==> src/rtl/isq_pkg.sv <==
`default_nettype none

package isq_pkg;

    // ************************************************************
    // Instruction classes and sequencer states
    // ************************************************************
    typedef enum logic [2:0] {
        OP_DATA,
        OP_PSR,
        OP_BRANCH,
        OP_EXCH,
        OP_LBL_HI,
        OP_LBL_LO
    } isq_op_t;

    typedef enum logic [3:0] {
        ST_IDLE,
        ST_DATA,
        ST_BR1,
        ST_BR2,
        ST_BR3,
        ST_SH1,
        ST_SH2,
        ST_SHPC
    } isq_state_t;

    // ************************************************************
    // Widths, lengths and access size codes
    // ************************************************************
    localparam int          ADDR_W     = 32;
    localparam int          SHIFT_W    = 8;
    localparam logic [31:0] LEN_WORD   = 32'h0000_0004;
    localparam logic [31:0] LEN_HALF   = 32'h0000_0002;
    localparam logic [1:0]  SIZE_WORD  = 2'h2;
    localparam logic [1:0]  SIZE_HALF  = 2'h1;

endpackage

`default_nettype wire

==> src/rtl/isq_sequencer.sv <==
// Overview of operation
// - Request and sequential outputs announce the type of the following bus cycle.
// - Address, size, direction, fetch, translate and state flag apply to their cycle.
// - Prefetch addresses step by 4 bytes, or 2 in compact state.
// - Fetch size code is 2 (word), or 1 (halfword) in compact state.
// - Branch cycle one computes target and still prefetches pc plus twice length.
// - Branch cycle two fetches target; linked branch writes return address to link.
// - Branch cycle three fetches target plus length; linked branch subtracts length.
// - Branch cycles read, fetch opcodes; sequential low in cycle one, high after.
// - First half of compact long link takes one cycle, link gets pc plus offset.
// - Compact long link fetches pc+4, pc+6, target, target+2; sequential 1,0,1,1.
// - Last compact long link cycle fetches target plus 2, link reduced by 2.
// - Exchange branch takes three cycles; first takes target, state, prefetches pc plus twice length.
// - Exchange then fetches target and target plus new length in new width.
// - State flag 0 word state, 1 compact; exchange shows new state from cycle two.
// - Plain data operation is one cycle, prefetch with request active, sequential high.
// - Compare and test ops update flags only, never write a destination.
// - Register shift first copies low 8 bits to latch; next cycle is internal.
// - Writing pc flushes pipeline (except register shift in compact state), next fetch from result, refills before executing.
// - No exception is taken while the pipeline refills after a pc write.
// - Status transfers time like data ops and never use pc.
// - Register shift writing pc, word state only: pc+8, pc+12, target, target+4.
`timescale 1ns/10ps
`default_nettype none

module isq_sequencer (
    input  wire logic        mclk,
    input  wire logic        rst,
    input  wire logic        ce,
    input  wire logic        op_valid,
    input  wire logic [2:0]  op_class,
    input  wire logic        op_link,
    input  wire logic        op_shift_reg,
    input  wire logic        op_writes_pc,
    input  wire logic        op_compare,
    input  wire logic [31:0] op_pc,
    input  wire logic [31:0] op_alu,
    input  wire logic [31:0] op_offset,
    input  wire logic [31:0] shift_src,
    input  wire logic        translate_in,
    output logic             op_ready,
    output logic [31:0]      addr,
    output logic [1:0]       access_size,
    output logic             write_not_read,
    output logic             instr_fetch_n,
    output logic             translate_user_n,
    output logic             compact_state_flag,
    output logic             mem_request_n,
    output logic             sequential_next,
    output logic [31:0]      link_register,
    output logic [7:0]       shift_amount,
    output logic             result_write_en,
    output logic             pipe_flush,
    output logic             exc_lockout
);

    // ************************************************************
    // Helpers
    // ************************************************************
    function automatic logic [31:0] instr_len(input logic compact);
        instr_len = compact ? isq_pkg::LEN_HALF : isq_pkg::LEN_WORD;
    endfunction

    function automatic logic [1:0] fetch_size(input logic compact);
        fetch_size = compact ? isq_pkg::SIZE_HALF : isq_pkg::SIZE_WORD;
    endfunction

    isq_pkg::isq_state_t state;
    isq_pkg::isq_state_t next_state;
    isq_pkg::isq_op_t    cls_q;
    logic [31:0]         pc_q;
    logic [31:0]         tgt_q;
    logic [31:0]         off_q;
    logic                link_q;
    logic                exch_q;
    logic                shpc_q;
    logic                cmp_q;
    logic                compact_instr_state;
    logic                take;
    logic                is_branch;
    logic                wpc;
    logic                next_compact;
    logic [31:0]         next_addr;
    logic                next_fetch_n;
    logic                next_request_n;
    logic                next_sequential;
    logic [31:0]         next_len;

    // Only a final cycle may be overlapped by a new instruction
    assign op_ready = (state == isq_pkg::ST_IDLE) || (state == isq_pkg::ST_DATA)
                   || (state == isq_pkg::ST_SH2) || (state == isq_pkg::ST_BR3);
    assign take = op_valid && op_ready;
    assign is_branch = (op_class == isq_pkg::OP_BRANCH) || (op_class == isq_pkg::OP_EXCH)
                    || (op_class == isq_pkg::OP_LBL_LO);
    // Status transfers and compares never redirect the pc
    assign wpc = op_writes_pc && !op_compare && (op_class != isq_pkg::OP_PSR);

    // ************************************************************
    // Sequence
    // ************************************************************
    always_comb begin
        next_state = state;
        case (state)
            isq_pkg::ST_IDLE, isq_pkg::ST_DATA, isq_pkg::ST_SH2, isq_pkg::ST_BR3: begin
                if (!take) begin
                    next_state = isq_pkg::ST_IDLE;
                end else if (is_branch) begin
                    next_state = isq_pkg::ST_BR1;
                end else if (op_shift_reg && op_class != isq_pkg::OP_PSR) begin
                    next_state = isq_pkg::ST_SH1;
                end else if (wpc) begin
                    next_state = isq_pkg::ST_BR1;
                end else begin
                    next_state = isq_pkg::ST_DATA;
                end
            end
            isq_pkg::ST_SH1:  next_state = shpc_q ? isq_pkg::ST_SHPC : isq_pkg::ST_SH2;
            isq_pkg::ST_SHPC: next_state = isq_pkg::ST_BR2;
            isq_pkg::ST_BR1:  next_state = isq_pkg::ST_BR2;
            isq_pkg::ST_BR2:  next_state = isq_pkg::ST_BR3;
            default:          next_state = isq_pkg::ST_IDLE;
        endcase
    end

    // New state takes effect on the fetch from the target
    always_comb begin
        next_compact = compact_instr_state;
        if (next_state == isq_pkg::ST_BR2 && exch_q) begin
            next_compact = tgt_q[0] ? 1'b1 : 1'b0;
        end
    end

    // ************************************************************
    // Bus cycle row for the cycle about to start
    // ************************************************************
    always_comb begin
        next_len = instr_len(next_compact);
        next_addr = addr;
        next_fetch_n = 1'b1;
        next_request_n = 1'b1;
        next_sequential = 1'b0;
        case (next_state)
            isq_pkg::ST_DATA: begin
                next_addr = op_pc + {next_len[30:0], 1'b0};
                next_fetch_n = 1'b0;
                next_request_n = 1'b0;
                next_sequential = 1'b1;
            end
            isq_pkg::ST_BR1: begin
                next_addr = op_pc + {next_len[30:0], 1'b0};
                next_fetch_n = 1'b0;
                next_request_n = 1'b0;
                next_sequential = 1'b0;
            end
            isq_pkg::ST_SH1: begin
                next_addr = op_pc + {next_len[30:0], 1'b0};
                next_fetch_n = 1'b0;
                next_request_n = 1'b1;
                next_sequential = 1'b0;
            end
            isq_pkg::ST_SH2, isq_pkg::ST_SHPC: begin
                // Address held so the memory side may merge the cycles
                next_addr = pc_q + {next_len[30:0], 1'b0} + next_len;
                next_request_n = 1'b0;
                next_sequential = (next_state == isq_pkg::ST_SH2);
            end
            isq_pkg::ST_BR2: begin
                next_addr = exch_q ? {tgt_q[31:1], 1'b0} : tgt_q;
                next_fetch_n = 1'b0;
                next_request_n = 1'b0;
                next_sequential = 1'b1;
            end
            isq_pkg::ST_BR3: begin
                next_addr = addr + next_len;
                next_fetch_n = 1'b0;
                next_request_n = 1'b0;
                next_sequential = 1'b1;
            end
            default: begin
                next_addr = addr;
            end
        endcase
    end

    // ************************************************************
    // State and operand capture
    // ************************************************************
    always_ff @(posedge mclk) begin
        if (rst) begin
            state <= isq_pkg::ST_IDLE;
            compact_instr_state <= 1'b0;
        end else if (ce) begin
            state <= next_state;
            compact_instr_state <= next_compact;
        end
    end

    always_ff @(posedge mclk) begin
        if (rst) begin
            cls_q <= isq_pkg::OP_DATA;
            pc_q <= 32'h0000_0000;
            tgt_q <= 32'h0000_0000;
            off_q <= 32'h0000_0000;
            link_q <= 1'b0;
            exch_q <= 1'b0;
            shpc_q <= 1'b0;
            cmp_q <= 1'b0;
        end else if (ce && take) begin
            cls_q <= isq_pkg::isq_op_t'(op_class);
            pc_q <= op_pc;
            tgt_q <= op_alu;
            off_q <= op_offset;
            // Second half of the long link always links, whatever the link input says
            link_q <= (op_link && (op_class != isq_pkg::OP_EXCH))
                   || (op_class == isq_pkg::OP_LBL_LO);
            exch_q <= (op_class == isq_pkg::OP_EXCH);
            shpc_q <= wpc && !compact_instr_state;
            cmp_q <= op_compare;
        end
    end

    // ************************************************************
    // Bus outputs, registered ahead of their cycle
    // ************************************************************
    always_ff @(posedge mclk) begin
        if (rst) begin
            addr <= 32'h0000_0000;
            access_size <= isq_pkg::SIZE_WORD;
            write_not_read <= 1'b0;
            instr_fetch_n <= 1'b1;
            translate_user_n <= 1'b0;
            compact_state_flag <= 1'b0;
            mem_request_n <= 1'b1;
            sequential_next <= 1'b0;
        end else if (ce) begin
            addr <= next_addr;
            access_size <= fetch_size(next_compact);
            write_not_read <= 1'b0;
            instr_fetch_n <= next_fetch_n;
            translate_user_n <= translate_in;
            compact_state_flag <= next_compact;
            mem_request_n <= next_request_n;
            sequential_next <= next_sequential;
        end
    end

    // ************************************************************
    // Link register, shifter latch and pipeline control
    // ************************************************************
    always_ff @(posedge mclk) begin
        if (rst) begin
            link_register <= 32'h0000_0000;
        end else if (ce) begin
            if (state == isq_pkg::ST_DATA && cls_q == isq_pkg::OP_LBL_HI) begin
                link_register <= pc_q + off_q;
            end else if (state == isq_pkg::ST_BR2 && link_q) begin
                link_register <= pc_q + (instr_len(compact_instr_state) << 1);
            end else if (state == isq_pkg::ST_BR3 && link_q) begin
                link_register <= link_register - instr_len(compact_instr_state);
            end
        end
    end

    always_ff @(posedge mclk) begin
        if (rst) begin
            shift_amount <= 8'h00;
        end else if (ce && state == isq_pkg::ST_SH1) begin
            shift_amount <= shift_src[isq_pkg::SHIFT_W-1:0];
        end
    end

    always_ff @(posedge mclk) begin
        if (rst) begin
            result_write_en <= 1'b0;
            pipe_flush <= 1'b0;
            exc_lockout <= 1'b0;
        end else if (ce) begin
            result_write_en <= (next_state == isq_pkg::ST_DATA && !op_compare)
                            || (next_state == isq_pkg::ST_SH2 && !cmp_q);
            pipe_flush <= (next_state == isq_pkg::ST_BR2);
            exc_lockout <= (next_state == isq_pkg::ST_BR2)
                        || (next_state == isq_pkg::ST_BR3);
        end
    end
endmodule // isq_sequencer

`default_nettype wire

==> config.mk <==
export PLATFORM = sky130hd
export DESIGN_NAME = isq_sequencer
export DESIGN_NICKNAME = d
export VERILOG_FILES = /design/src/rtl/isq_pkg.sv /design/src/rtl/isq_sequencer.sv
export SDC_FILE = /design/constraint.sdc
export NUM_CORES = 1
export LEC_CHECK = 0
export BUFFER_PORTS_ARGS = -buffer_cell sky130_fd_sc_hd__buf_2
export CAP_MARGIN = 40
export CORE_ASPECT_RATIO = 0.6
export CORE_MARGIN = 3
export CORE_UTILIZATION = 45
export CTS_CLUSTER_DIAMETER = 30
export DETAILED_ROUTE_END_ITERATION = 8
export HOLD_SLACK_MARGIN = 0.1
export PLACE_DENSITY = 0.74
export SLEW_MARGIN = 5
export SYNTH_ARGS = -nofsm -noshare
export SYNTH_HDL_FRONTEND = slang
export SYNTH_SLANG_ARGS = --single-unit
==> constraint.sdc <==
create_clock -name mclk -period 3.6 [get_ports mclk]
set_clock_uncertainty 0.05 [all_clocks]
set_input_delay 0.18 -clock mclk [delete_from_list [all_inputs] [get_ports mclk]]
set_output_delay 0.18 -clock mclk [all_outputs]
set_load 0.01 [all_outputs]
---- Word-level counts from Yosys, hierarchy flattened ----
Index checks and enable logic that the tools add are counted.
storage, ports and cells
  flip-flop bits (word level) ............. 189
  bits of input ports ..................... 140
  output and inout port bits .............. 84
  word-level logic and storage cells ...... 104
cells by class
  add/sub/neg operators ................... 7
  eq/ne operators ......................... 20
  muxes and demuxes ....................... 19
  reductions and logical operators ........ 37
operator list
  kind                                                  count
  case mux 32 bit (4 select lines)                      1
  two-way mux 32 bit                                    3
  adder 32 x 3 -> 32 bit                                2
  adder 32 bit                                          2
  adder 32 x 4 -> 32 bit                                2
  equality test 4 x 3 -> 1 bit (second input constant)  8
  subtractor 32 x 3 -> 32 bit                           1
  equality test 4 x 2 -> 1 bit (second input constant)  4
  case mux 4 bit (4 select lines)                       1
  two-way mux 3 bit                                     5
  logical AND 1 bit                                     14
  equality test 4 x 1 -> 1 bit (second input constant)  2
  logical OR 1 bit                                      8
  equality test 3 x 2 -> 1 bit (second input constant)  2
  equality test 3 bit (second input constant)           2
  two-way mux 1 bit                                     6
  OR reduction 3 bit                                    2
  OR reduction 6 bit                                    1
  OR reduction 5 bit                                    1
  zero test 4 bit                                       1
  two-way mux 2 bit                                     2
  AND reduction 2 bit                                   2
  nonzero test 4 bit                                    1
  OR reduction 2 bit                                    2
  other kinds (6)                                       8

---- Logic depth before layout (Yosys ltp) ----
  word-level depth ........................ 15
  depth in mapped cells ................... 17

---- Worst setup path after synthesis ----
OpenSTA, ideal clock, no wires.
  kind .................................... register to register
  start ................................... register, netlist name access_size[0]
  end ..................................... register addr[18]
  arrival time ............................ 3793 ps
  data required time ...................... 3431 ps
  path slack .............................. -362 ps
  stages on the path, launching flop included .. 16
  clock period less this slack ............ 3962 ps
  cell sequence ........................... dfxtp_1 > inv_1 > a31o_2 > and2_1 > clkbuf_1 > ha_1 > inv_1 > fa_1 > nand2b_1 > a2111oi_4 > nand3_1 > nor2_1 > xor2_1 > a221oi_1 > o211ai_1 > o221a_2
RTL lines
  item                  RTL line              text
  to (signal assigned)  isq_sequencer.sv:236  addr <= next_addr;
  to (decl)             isq_sequencer.sv:42   output logic [31:0] addr,

---- Worst setup path in the final report ----
  start ................................... register pc_q[11]
  end ..................................... register link_register[24]
between the ends
  word-level cells in the longest chain between the ends .. 3
ends and longest elaborated chain
  item                    RTL line              text
  from (decl)             isq_sequencer.sv:71   logic [31:0] pc_q;
  from (signal assigned)  isq_sequencer.sv:210  pc_q <= op_pc;
  adder 32 bit            isq_sequencer.sv:257  link_register <= pc_q + (instr_len(compact_instr_state) << 1);
  two-way mux 32 bit      isq_sequencer.sv:256  end else if (state == isq_pkg::ST_BR2 && link_q) begin
  two-way mux 32 bit *    isq_sequencer.sv:254  if (state == isq_pkg::ST_DATA && cls_q == isq_pkg::OP_LBL_HI) begin
  to (signal assigned)    isq_sequencer.sv:255  link_register <= pc_q + off_q;
  to (signal assigned)    isq_sequencer.sv:257
  to (signal assigned)    isq_sequencer.sv:259  link_register <= link_register - instr_len(compact_instr_state);
  to (decl)               isq_sequencer.sv:50   output logic [31:0] link_register,
Mark *: on every way between the ends. The rest lies on a longest branch, timed or not.
A chain may end at the register's enable or synchronous reset.

==> results.yml <==
status:
  status: "finished clean"
sta:
  period_needed_ps: 3474
  fin_crit_sh_pct: 96.51
  slew_viol_final: 0
  setup-tns-final_ps: 0
  hold_violations: 0
  relSlewSlack_pct: 39.32
  clock.fmax_ghz: 0.2878
  finalSetupViolCount: 0
  holdWs_ps: 112.6
  worst_pin_slew_ps: 901.8
  rsz0062_at_grt: "no"
global_route:
  antenna_found_initial: 0
  grt_max_degree: 131
  grt_pass1_vias: 13460
  overflow: 0
  grt.total_usage_pct: 31.85
  grt_pass1_wl_um: 75280
critical_path:
  crit_chain: "ha_1 > and4_1 > nand2_1 > a2111oi_1 > o21ai_1 > o21ai_0 > a211oi_1 > o21a_1 > a311oi_1"
  cpMaxStageDelayCell: "a2111oi_1"
  path_buf_inv: 0
  path_delay_family: "compound AO/OA/AOI/OAI gates"
  critical_path_class: "register to register"
  crit_fanout: 8
  required_ps: 3920
  start_kind: "register"
  r2r_slack_ps: 130
  setup.worst_path.end_class: "register"
  cp.arrival_ps: 3790
  cpPeakStageDelay_ps: 740
power_and_ir_drop:
  pwr-share-comb_pct: 23.1
  seqPwrFrac_pct: 42.7
  clkPwrFrac_pct: 34.3
  power.switching_mw: 1.830
  ir_drop_mv: 0.3155
  power.switching_fraction_pct: 33.55
  leakage_nw: 6.437
  internal-power_mw: 3.624
  pwr_density_cell_nw_per_um2: 345.6
  power_mw: 5.454
final_layout:
  area_growth_pct: 25.38
  final_nets: 2188
  drive_gt1_share_pct: 16.53
  utilization_pct: 58.59
  diodes: 0
logic_synthesis:
  synthAdderAreaFrac_pct: 4.811
  syn_avg_cell_area_um2: 7.267
  synthSimpleGateAreaFrac_pct: 25.90
  synth_xor_area_share_pct: 8.897
  synth_mux_area_share_pct: 0.6561
  seq_area_frac_synth_pct: 29.74
  yosys.area.top_type: "dfxtp_1"
  synth.top_cells.by_count: "nand2_1 (351), a21oi_1 (220), dfxtp_1 (187)"
  synth_flop_cell: "dfxtp_1"
  synthTopCellsByArea: "dfxtp_1 (30%), nand2_1 (10%), a21oi_1 (8.7%), xnor2_1 (4.9%), ha_1 (4.2%)"
  ys_async_sr_fraction_pct: 0
  synth_seq_cells: 187
  ys_warn_count: 0
  netlist_area_um2: 12590
  synth.most_common_cell: "nand2_1"
  postSynthCellCount: 1732
  synth_edf_count: 0
  synth_top_family_by_area: "simple AND/OR/NAND/NOR gates"
  synth_top_area_share_pct: 29.74
  syn-num-nets: 1918
  synth_compound_area_share_pct: 24.92
  ys_types: 85
route:
  via_per_inst: 6.092
  num_vias: 14470
  drc: 0
  drt_first_pass_iters: 8
  ant_nets: 0
  wirelength_um: 48860
  drtIter0Drc: 1641
  wl_per_cell_um: 20.57
die:
  die_w_um: 221.9
  start_util_pct: 46.73
  dieArea_um2: 30080
  io_pins: 224
  die_y_um: 135.6
  rows: 46
  core_um2: 26940
clocking:
  cts_buffers: 17
  tritoncts: "yes"
  clock_sinks: 187
  clk_pin_slew_ps: 70
  root_buffer: "clkbuf_16"
  cts_buffer_depth: 2
  clock_latency_ps: 470
  htreeDepth: 4
  postCtsSetupRepairBufs: 0
run:
  max_cap_violations: 0
placement:
  gp_congestion: 0.9683
  port_buffers: 198
  dp_hpwl_um: 35270
min_path:
  hold_class: "primary input to register"
-- per-stage QoR --
step	instances	area [µm²]	setup slack [ps]
CTS	2375	15780	180.0
finish	2375	15780	125.8
global route	2375	15780	31.95
floorplan	1732	12650	1.074
global placement	2234	14130	280.8
detailed placement	2234	14130	216.8
-- kinds of logic after synthesis --
family	count (synthesis)
simple gates	700
other cells	1
buf+inv	164
xor+xnor	127
flops	187
fa+ha+maj	46
compound gates	499
mux	8
-- power by group through the flow --
| stage | Combinational [mW] | Sequential, mW | Clock, mW |
|---|---|---|---|
| after floorplan | 0.751 | 2.32 | 0 |
| final | 1.26 | 2.33 | 1.87 |
| after CTS | 1.23 | 2.32 | 1.89 |
| after global routing | 1.37 | 2.34 | 1.97 |
| after detailed placement | 1.13 | 2.37 | 0 |
| after global placement | 1.11 | 2.36 | 0 |
-- metal layers --
metal	vias up	routed length [µm]	GRT usage (%)
met5	-	0	0
li1	6740	-	-
met3	72	5975	9.073
met4	0	988	8.946
met1	6840	21470	45.45
met2	816	20430	46.89
-- cell type report --
cell class / count / area [µm²]
Clock buffer: 17 / 425.4
Clock inverter: 15 / 126.4
Fill cell: 2516 / 11150
Inverter: 45 / 168.9
Multi-Input combinational cell: 1381 / 8280
Sequential cell: 187 / 3747
Tap cell: 360 / 450.4
Timing Repair Buffer: 370 / 2582
-- cell usage in the layout, fill, tap and decap left out, types with 11 or more instances in the layout --
| cell | netlist | layout |
|---|---|---|
| a21oi_1 | 220 | 218 |
| o221ai_1 | 12 | 12 |
| clkbuf_16 | 0 | 17 |
| inv_1 | 42 | 42 |
| buf_4 | 2 | 62 |
| nand3_1 | 62 | 61 |
| o211ai_1 | 19 | 19 |
| buf_2 | 9 | 197 |
| o22ai_1 | 13 | 13 |
| dfxtp_1 | 187 | 184 |
| nor3_1 | 49 | 48 |
| a21o_1 | 12 | 12 |
| or3_1 | 11 | 11 |
| a221oi_1 | 14 | 14 |
| xnor2_1 | 71 | 71 |
| o21ai_0 | 74 | 74 |
| nand2_1 | 351 | 350 |
| nand4_1 | 29 | 29 |
| xor2_1 | 55 | 55 |
| o21a_1 | 13 | 13 |
| nor4_1 | 11 | 11 |
| nor2_1 | 96 | 95 |
| and3_1 | 17 | 17 |
| a31oi_1 | 15 | 15 |
| o31ai_1 | 13 | 13 |
| ha_1 | 42 | 41 |
| a211oi_1 | 16 | 16 |
| dlygate4sd3_1 | 0 | 109 |
-- tightest hold or removal path, stage by stage --
cell and delay (ps):
buf_2 100, nor3b_1 120, o211ai_1 100, a21oi_1 70
-- sequential cells by signal (all words and copies together) (netlist names), 2 cells and up --
register       flops
cls_q              3
access_size        2
off_q             32
link_register     32
tgt_q             32
shift_amount       8
pc_q              32
addr              32
state              3
-- path summary, 6_finish.rpt --
kind / start / endpoint / cells past startpoint
worst max-delay path: pc_q[11]$_SDFFE_PP0P_ / link_register[24]$_SDFFE_PP0P_ / 9
worst min register to register: shift_amount[0]$_SDFFE_PP0P_ / shift_amount[0]$_SDFFE_PP0P_ / 2
worst min-delay path: op_writes_pc / shpc_q$_SDFFE_PP0P_ / 4
worst max register to register: pc_q[11]$_SDFFE_PP0P_ / link_register[24]$_SDFFE_PP0P_ / 9
-- timing repair --
| action | in CTS | in global routing |
|---|---|---|
| hold buffers | 109 | 0 |
| resized for setup | 0 | 3 |
| hold endpoints to repair | 118 | 0 |
| endpoints found under the setup margin | 0 | 3 |
(Power assumes the default switching activity.)
